--- src/rtl/cursor_two_pkg.sv ---
package cursor_two_pkg;
	localparam logic [7:0] IDX_CONTROL = 8'hA8;
	localparam logic [7:0] IDX_HEIGHT_EXT = 8'hA9;
	localparam logic [7:0] IDX_BASE_LOW = 8'hAA;
	localparam logic [7:0] IDX_BASE_HIGH = 8'hAB;
	localparam logic [7:0] IDX_XPOS_LOW = 8'hAC;
	localparam logic [7:0] IDX_XPOS_HIGH = 8'hAD;
	localparam logic [7:0] IDX_YPOS_LOW = 8'hAE;
	localparam logic [7:0] IDX_YPOS_HIGH = 8'hAF;
	localparam int CTL_MODE_LSB = 0;
	localparam int CTL_EXT_EN_BIT = 3;
	localparam int CTL_ORIGIN_BIT = 4;
	localparam int CTL_HSTRETCH_BIT = 5;
	localparam int CTL_VSTRETCH_BIT = 6;
	localparam int CTL_BLINK_BIT = 7;
	localparam int POS_SIGN_BIT = 7;
	localparam logic [7:0] BASE_HIGH_MASK = 8'h3F;
	localparam logic [7:0] POS_HIGH_MASK = 8'h87;
	localparam logic [7:0] CONTROL_RESET = 8'h00;
	localparam logic [7:0] DATA_RESET = 8'h00;
	localparam logic [7:0] INDEX_RESET = 8'h00;
endpackage

--- src/rtl/cursor_two_placement_regs.sv ---
`timescale 1ns/100ps
module cursor_two_placement_regs (
	// Clock and reset
	input wire logic i_core_clk,
	input wire logic i_rst,
	// Host index/data port, core-clock strobes
	input wire logic i_index_wr,
	input wire logic i_data_wr,
	input wire logic i_data_rd,
	input wire logic [7:0] i_wdata,
	output logic [7:0] o_rdata,
	output logic [7:0] o_index,
	// Display timing
	input wire logic i_frame_start,
	// Cursor overlay outputs
	output logic [2:0] o_mode,
	output logic o_blink_en,
	output logic o_hstretch_en,
	output logic o_vstretch_en,
	output logic o_origin_active,
	output logic o_height_ext_en,
	output logic [10:0] o_height_lines,
	output logic [21:0] o_base_offset,
	output logic [3:0] o_pattern,
	output logic o_xpos_sign,
	output logic [10:0] o_xpos_mag,
	output logic o_ypos_sign,
	output logic [10:0] o_ypos_mag
);
	logic [7:0] index_r;
	logic [7:0] control_r;
	logic [7:0] height_ext_r;
	logic [7:0] base_low_r;
	logic [7:0] base_high_r;
	logic [7:0] xpos_low_r;
	logic [7:0] xpos_high_r;
	logic [7:0] ypos_low_r;
	logic [7:0] ypos_high_r;
	logic [7:0] rdata_nxt;

	function automatic logic [10:0] pos_mag(input logic [7:0] low, input logic [7:0] high);
		pos_mag = {high[2:0], low};
	endfunction

	// A data write lands in the register that the index held before that clock edge.
	function automatic logic reg_hit(input logic [7:0] idx);
		reg_hit = i_data_wr && (index_r == idx);
	endfunction

	// Eleven bits are needed: an extension value of 8'hFF means 1024 scan lines.
	function automatic logic [10:0] height_lines(input logic [7:0] ext);
		height_lines = {1'b0, ext, 2'b00} + 11'h004;
	endfunction

	always_ff @(posedge i_core_clk) begin
		if (i_rst) begin
			index_r <= cursor_two_pkg::INDEX_RESET;
		end else if (i_index_wr) begin
			index_r <= i_wdata;
		end
	end

	// Reserved bits are dropped on the way in, so they read back as zero.
	always_ff @(posedge i_core_clk) begin
		if (i_rst) begin
			control_r <= cursor_two_pkg::CONTROL_RESET;
		end else if (reg_hit(cursor_two_pkg::IDX_CONTROL)) begin
			control_r <= i_wdata;
		end
	end

	always_ff @(posedge i_core_clk) begin
		if (i_rst) begin
			height_ext_r <= cursor_two_pkg::DATA_RESET;
		end else if (reg_hit(cursor_two_pkg::IDX_HEIGHT_EXT)) begin
			height_ext_r <= i_wdata;
		end
	end

	always_ff @(posedge i_core_clk) begin
		if (i_rst) begin
			base_low_r <= cursor_two_pkg::DATA_RESET;
		end else if (reg_hit(cursor_two_pkg::IDX_BASE_LOW)) begin
			base_low_r <= i_wdata;
		end
	end

	always_ff @(posedge i_core_clk) begin
		if (i_rst) begin
			base_high_r <= cursor_two_pkg::DATA_RESET;
		end else if (reg_hit(cursor_two_pkg::IDX_BASE_HIGH)) begin
			base_high_r <= i_wdata & cursor_two_pkg::BASE_HIGH_MASK;
		end
	end

	always_ff @(posedge i_core_clk) begin
		if (i_rst) begin
			xpos_low_r <= cursor_two_pkg::DATA_RESET;
		end else if (reg_hit(cursor_two_pkg::IDX_XPOS_LOW)) begin
			xpos_low_r <= i_wdata;
		end
	end

	always_ff @(posedge i_core_clk) begin
		if (i_rst) begin
			xpos_high_r <= cursor_two_pkg::DATA_RESET;
		end else if (reg_hit(cursor_two_pkg::IDX_XPOS_HIGH)) begin
			xpos_high_r <= i_wdata & cursor_two_pkg::POS_HIGH_MASK;
		end
	end

	always_ff @(posedge i_core_clk) begin
		if (i_rst) begin
			ypos_low_r <= cursor_two_pkg::DATA_RESET;
		end else if (reg_hit(cursor_two_pkg::IDX_YPOS_LOW)) begin
			ypos_low_r <= i_wdata;
		end
	end

	always_ff @(posedge i_core_clk) begin
		if (i_rst) begin
			ypos_high_r <= cursor_two_pkg::DATA_RESET;
		end else if (reg_hit(cursor_two_pkg::IDX_YPOS_HIGH)) begin
			ypos_high_r <= i_wdata & cursor_two_pkg::POS_HIGH_MASK;
		end
	end

	// Indices outside this group read as zero so a shared data port can OR the answers.
	always_comb begin
		unique case (index_r)
			cursor_two_pkg::IDX_CONTROL: rdata_nxt = control_r;
			cursor_two_pkg::IDX_HEIGHT_EXT: rdata_nxt = height_ext_r;
			cursor_two_pkg::IDX_BASE_LOW: rdata_nxt = base_low_r;
			cursor_two_pkg::IDX_BASE_HIGH: rdata_nxt = base_high_r;
			cursor_two_pkg::IDX_XPOS_LOW: rdata_nxt = xpos_low_r;
			cursor_two_pkg::IDX_XPOS_HIGH: rdata_nxt = xpos_high_r;
			cursor_two_pkg::IDX_YPOS_LOW: rdata_nxt = ypos_low_r;
			cursor_two_pkg::IDX_YPOS_HIGH: rdata_nxt = ypos_high_r;
			default: rdata_nxt = 8'h00;
		endcase
	end

	always_ff @(posedge i_core_clk) begin
		if (i_rst) begin
			o_rdata <= 8'h00;
		end else if (i_data_rd) begin
			o_rdata <= rdata_nxt;
		end
	end

	always_ff @(posedge i_core_clk) begin
		if (i_rst) begin
			o_index <= cursor_two_pkg::INDEX_RESET;
		end else if (i_index_wr) begin
			o_index <= i_wdata;
		end
	end

	// Shadow copies change only at frame start, so split multi-register updates show only if a frame start falls between their writes.
	always_ff @(posedge i_core_clk) begin
		if (i_rst) begin
			o_mode <= 3'h0;
			o_blink_en <= 1'b0;
			o_hstretch_en <= 1'b0;
			o_vstretch_en <= 1'b0;
		end else if (i_frame_start) begin
			o_mode <= control_r[cursor_two_pkg::CTL_MODE_LSB +: 3];
			o_blink_en <= control_r[cursor_two_pkg::CTL_BLINK_BIT];
			o_hstretch_en <= control_r[cursor_two_pkg::CTL_HSTRETCH_BIT];
			o_vstretch_en <= control_r[cursor_two_pkg::CTL_VSTRETCH_BIT];
		end
	end

	always_ff @(posedge i_core_clk) begin
		if (i_rst) begin
			o_origin_active <= 1'b0;
			o_height_ext_en <= 1'b0;
		end else if (i_frame_start) begin
			o_origin_active <= control_r[cursor_two_pkg::CTL_ORIGIN_BIT];
			o_height_ext_en <= control_r[cursor_two_pkg::CTL_EXT_EN_BIT];
		end
	end

	always_ff @(posedge i_core_clk) begin
		if (i_rst) begin
			o_height_lines <= 11'h004;
		end else if (i_frame_start) begin
			o_height_lines <= height_lines(height_ext_r);
		end
	end

	always_ff @(posedge i_core_clk) begin
		if (i_rst) begin
			o_base_offset <= 22'h000000;
			o_pattern <= 4'h0;
		end else if (i_frame_start) begin
			o_base_offset <= {base_high_r[5:0], base_low_r[7:4], 12'h000};
			o_pattern <= base_low_r[3:0];
		end
	end

	always_ff @(posedge i_core_clk) begin
		if (i_rst) begin
			o_xpos_sign <= 1'b0;
			o_xpos_mag <= 11'h000;
		end else if (i_frame_start) begin
			o_xpos_sign <= xpos_high_r[cursor_two_pkg::POS_SIGN_BIT];
			o_xpos_mag <= pos_mag(xpos_low_r, xpos_high_r);
		end
	end

	always_ff @(posedge i_core_clk) begin
		if (i_rst) begin
			o_ypos_sign <= 1'b0;
			o_ypos_mag <= 11'h000;
		end else if (i_frame_start) begin
			o_ypos_sign <= ypos_high_r[cursor_two_pkg::POS_SIGN_BIT];
			o_ypos_mag <= pos_mag(ypos_low_r, ypos_high_r);
		end
	end
endmodule

--- config.mk ---
export PLATFORM = sky130hd
export DESIGN_NAME = cursor_two_placement_regs
export DESIGN_NICKNAME = d
export VERILOG_FILES = /design/src/rtl/cursor_two_pkg.sv /design/src/rtl/cursor_two_placement_regs.sv
export SDC_FILE = /design/constraint.sdc
export NUM_CORES = 1
export LEC_CHECK = 0
export ABC_AREA = 1
export BUFFER_PORTS_ARGS = -buffer_cell sky130_fd_sc_hd__buf_2
export CORE_AREA = 4 4 109 111
export DETAILED_ROUTE_END_ITERATION = 10
export DIE_AREA = 0 0 113 115
export PLACE_DENSITY = 0.79
export SLEW_MARGIN = 20
export SYNTH_ARGS = -nofsm -noshare
export SYNTH_HDL_FRONTEND = slang
export SYNTH_SLANG_ARGS = --single-unit
--- constraint.sdc ---
create_clock -name i_core_clk -period 1.6 [get_ports i_core_clk]
set_input_delay 0.24 -clock i_core_clk [delete_from_list [all_inputs] [get_ports i_core_clk]]
set_output_delay 0.24 -clock i_core_clk [all_outputs]
set_load 0.01 [all_outputs]
==> results.py <==
metrics = {
    "worst_setup_path": {
        "reg2reg_slack_ns": 0.05,
        "startpoint_type": "flop",
        "path_class": "reg -> reg",
        "crit_path_end": "base_low_r[6]",
        "cp-startpoint": "o_index[1]",
        "r2r_cells": 7,
        "worst_setup_path_end_kind": "flop",
        "cp_max_fo": 7,
        "worstPathRequired_ns": 2.07,
        "r2r_end": "base_low_r[6]",
        "reg2reg_from": "o_index[1]",
        "cp.arrival_ns": 2.02,
    },
    "floorplan": {
        "io_pins": 99,
        "start_util_pct": 49.2,
        "row_count": 38,
        "die_h_um": 115,
        "die_area_um2": 13000,
        "coreArea_um2": 10800,
        "die_x_um": 113,
    },
    "synth": {
        "ys_seq_area_share_pct": 47.2,
        "syn_area_per_cell_um2": 8.14,
        "synthesis.area_um2": 5310,
        "synth_cell_types": 35,
        "synth_cells": 652,
        "yosys_warnings": 0,
        "synth-seq-cells": 125,
    },
    "flow_run": {
        "maxCapViolations": 0,
    },
    "drt": {
        "drt_wl_total_um": 14300,
        "ant_nets": 0,
        "num_vias": 4756,
        "drtIter0Drc": 345,
        "avgViaCountPerCell": 5.34,
        "dr.pass1.iters": 5,
        "drt-wirelength-per-cell_um": 16.1,
        "drc": 0,
    },
    "timing": {
        "rsz0062_at_grt": "yes",
        "final.setup.worst_slack_ns": 0.0481,
        "layout_min_cycle_time_ns": 1.55,
        "fmax_mhz": 644,
        "post-route-period-util_pct": 97.0,
        "hold_viol_final": 0,
        "tns_ns": 0,
        "fin_skew_ns": 0.00955,
        "final-setup-viol-count": 0,
        "report.final.slew_viol_count": 0,
    },
    "global_route": {
        "grt_pass1_wl_um": 22700,
        "grt_use_total_pct": 22.3,
        "overflow": 0,
        "grt_max_degree": 72,
        "grt_pass1_vias": 4496,
        "antenna_found_initial": 0,
    },
    "power": {
        "leakage_nw": 2.97,
        "ir_worst_vdd_v": 0.000716,
        "power_density_nw_per_um2": 1210,
        "total_power_mw": 7.80,
    },
    "final_layout": {
        "final_net_count": 752,
        "layout_common_cells": "dfxtp_1, o21ai_0, a21oi_1",
        "fin_area_um2": 6470,
        "final_cells": 890,
        "layout_commonest_cell": "dfxtp_1",
        "syn2layout_area_growth_pct": 21.9,
        "drive_gt1_share_pct": 23.7,
        "diodes": 0,
    },
    "outcome": {
        "status": "complete, no violations",
    },
    "place": {
        "dpl.hpwl_um": 9840,
        "pre_cts_ws_ns": 0.00186,
        "routabilityCongestion": 0.917,
        "place_area_um2": 5730,
        "placedCellCount": 847,
        "port_buffers": 84,
    },
    "min_path": {
        "hold_path_class": "in -> reg",
    },
    "clocking": {
        "clock_path_buffers": 2,
        "cts.sinks": 125,
        "numCtsBuffers": 17,
        "clk_pin_slew_ns": 0.06,
        "tritoncts": "built",
        "clock-root-buffer": "clkbuf_8",
        "cts_htree_levels": 4,
        "insertion_delay_ns": 0.53,
    },
}
routing by layer:
layer | global-route usage [%] | vias to the layer above | routed length [um]
li1 | - | 2334 | -
met1 | 28.4 | 2208 | 6110
met2 | 36.5 | 192 | 6830
met3 | 5.53 | 22 | 1080
met4 | 9.46 | 0 | 272
met5 | 0 | - | 0
layout make-up:
type	count	area, um^2
clock buffer	26	488
clock inverter	6	130
fill	968	4330
inverter	50	194
multi-input combinational	439	2330
sequential	125	2500
tap	140	175
timing repair buffer	104	639
worst min path at each step:
stage	start	end	slack (ns)	depth (start not counted)
final	i_wdata[2]	base_high_r[2]	0.03	3
after global routing	i_wdata[4]	base_high_r[4]	0.04	3
after CTS	i_wdata[5]	base_high_r[5]	0.02	3
after detailed placement	o_rdata[0]	o_rdata[0]	0.45	2
after global placement	o_rdata[0]	o_rdata[0]	0.45	2
after floorplan	i_rst	o_height_lines[4]	0.40	3
power by group:
part / total [mW] / leakage, nW / internal (mW) / switching (mW)
sequential: 3.24 / 1.02 / 3.20 / 0.0473
combinational: 0.526 / 1.65 / 0.166 / 0.360
clock: 4.03 / 0.303 / 2.69 / 1.34
total: 7.80 / 2.97 / 6.06 / 1.74
registers in the layout (all words and copies together), names as in the netlist, 3 cells and up:
| signal | count |
|---|---|
| o_xpos_mag | 11 |
| ypos_high_r | 4 |
| height_ext_r | 8 |
| o_base_offset | 10 |
| control_r | 8 |
| o_index | 8 |
| base_low_r | 8 |
| o_ypos_mag | 11 |
| o_mode | 3 |
| xpos_high_r | 4 |
| o_rdata | 8 |
| ypos_low_r | 8 |
| base_high_r | 6 |
| xpos_low_r | 8 |
| o_pattern | 4 |
| o_height_lines | 9 |
Yosys cell counts:
cell | count | area share [%]
buf_6 | 8 | 1.7
buf_12 | 2 | 0.75
nand2_4 | 5 | 1.1
nand3_4 | 2 | 0.66
inv_2 | 3 | 0.21
o21ai_2 | 2 | 0.33
buf_1 | 2 | 0.14
nand3_1 | 53 | 5.0
nand2_2 | 4 | 0.47
nand3_2 | 2 | 0.38
dfxtp_1 | 125 | 47
nor2_8 | 8 | 3.0
o21ai_1 | 19 | 1.8
nor3_1 | 1 | 0.094
inv_6 | 1 | 0.17
o21ai_0 | 99 | 9.3
buf_8 | 1 | 0.28
buf_4 | 14 | 2.0
conb_1 | 1 | 0.071
clkinv_1 | 1 | 0.071
inv_1 | 44 | 3.1
nor2_2 | 2 | 0.24
nand2_1 | 47 | 3.3
xor2_1 | 5 | 0.83
nand4_1 | 3 | 0.35
a21oi_2 | 7 | 1.2
buf_2 | 4 | 0.38
mux2i_1 | 1 | 0.19
a21oi_1 | 87 | 8.2
o211ai_1 | 1 | 0.14
nor2_1 | 73 | 5.2
ha_1 | 1 | 0.24
clkbuf_1 | 21 | 1.5
clkinv_2 | 1 | 0.094
nor2_4 | 2 | 0.42
metrics by stage:
stage,hold WS [ns],utilization [%]
floorplan,0.400,-
global placement,0.451,53.1
detailed placement,0.454,53.1
global route,0.0407,59.9
CTS,0.0199,59.0
finish,0.0334,59.9
repair_timing:
| action | CTS | global route |
|---|---|---|
| setup buffers | 0 | 9 |
| cloned | 0 | 1 |
| pin swaps | 0 | 7 |
| endpoints found under the setup margin | 2 | 15 |
| resized for setup | 1 | 10 |
| hold buffers | 1 | 0 |
| endpoints found under the hold margin | 1 | 0 |
critical path: stages, from the launching register on:
cell	delay, ns
dfxtp_1	0.43
nand2_2	0.17
nor2_4	0.26
nand2_4	0.14
nor2_8	0.18
buf_4	0.16
o21ai_2	0.05
a21oi_2	0.10
logic make-up after synthesis:
logic type	Yosys count	share of synthesized area, %
compound gates	215	21.0
simple gates	202	20.2
flops	125	47.2
buf+inv	102	10.4
xor+xnor	5	0.825
fa+ha+maj	1	0.236
other cells	1	0.0707
mux	1	0.189
No activity file was read; power rests on OpenSTA's default activity.
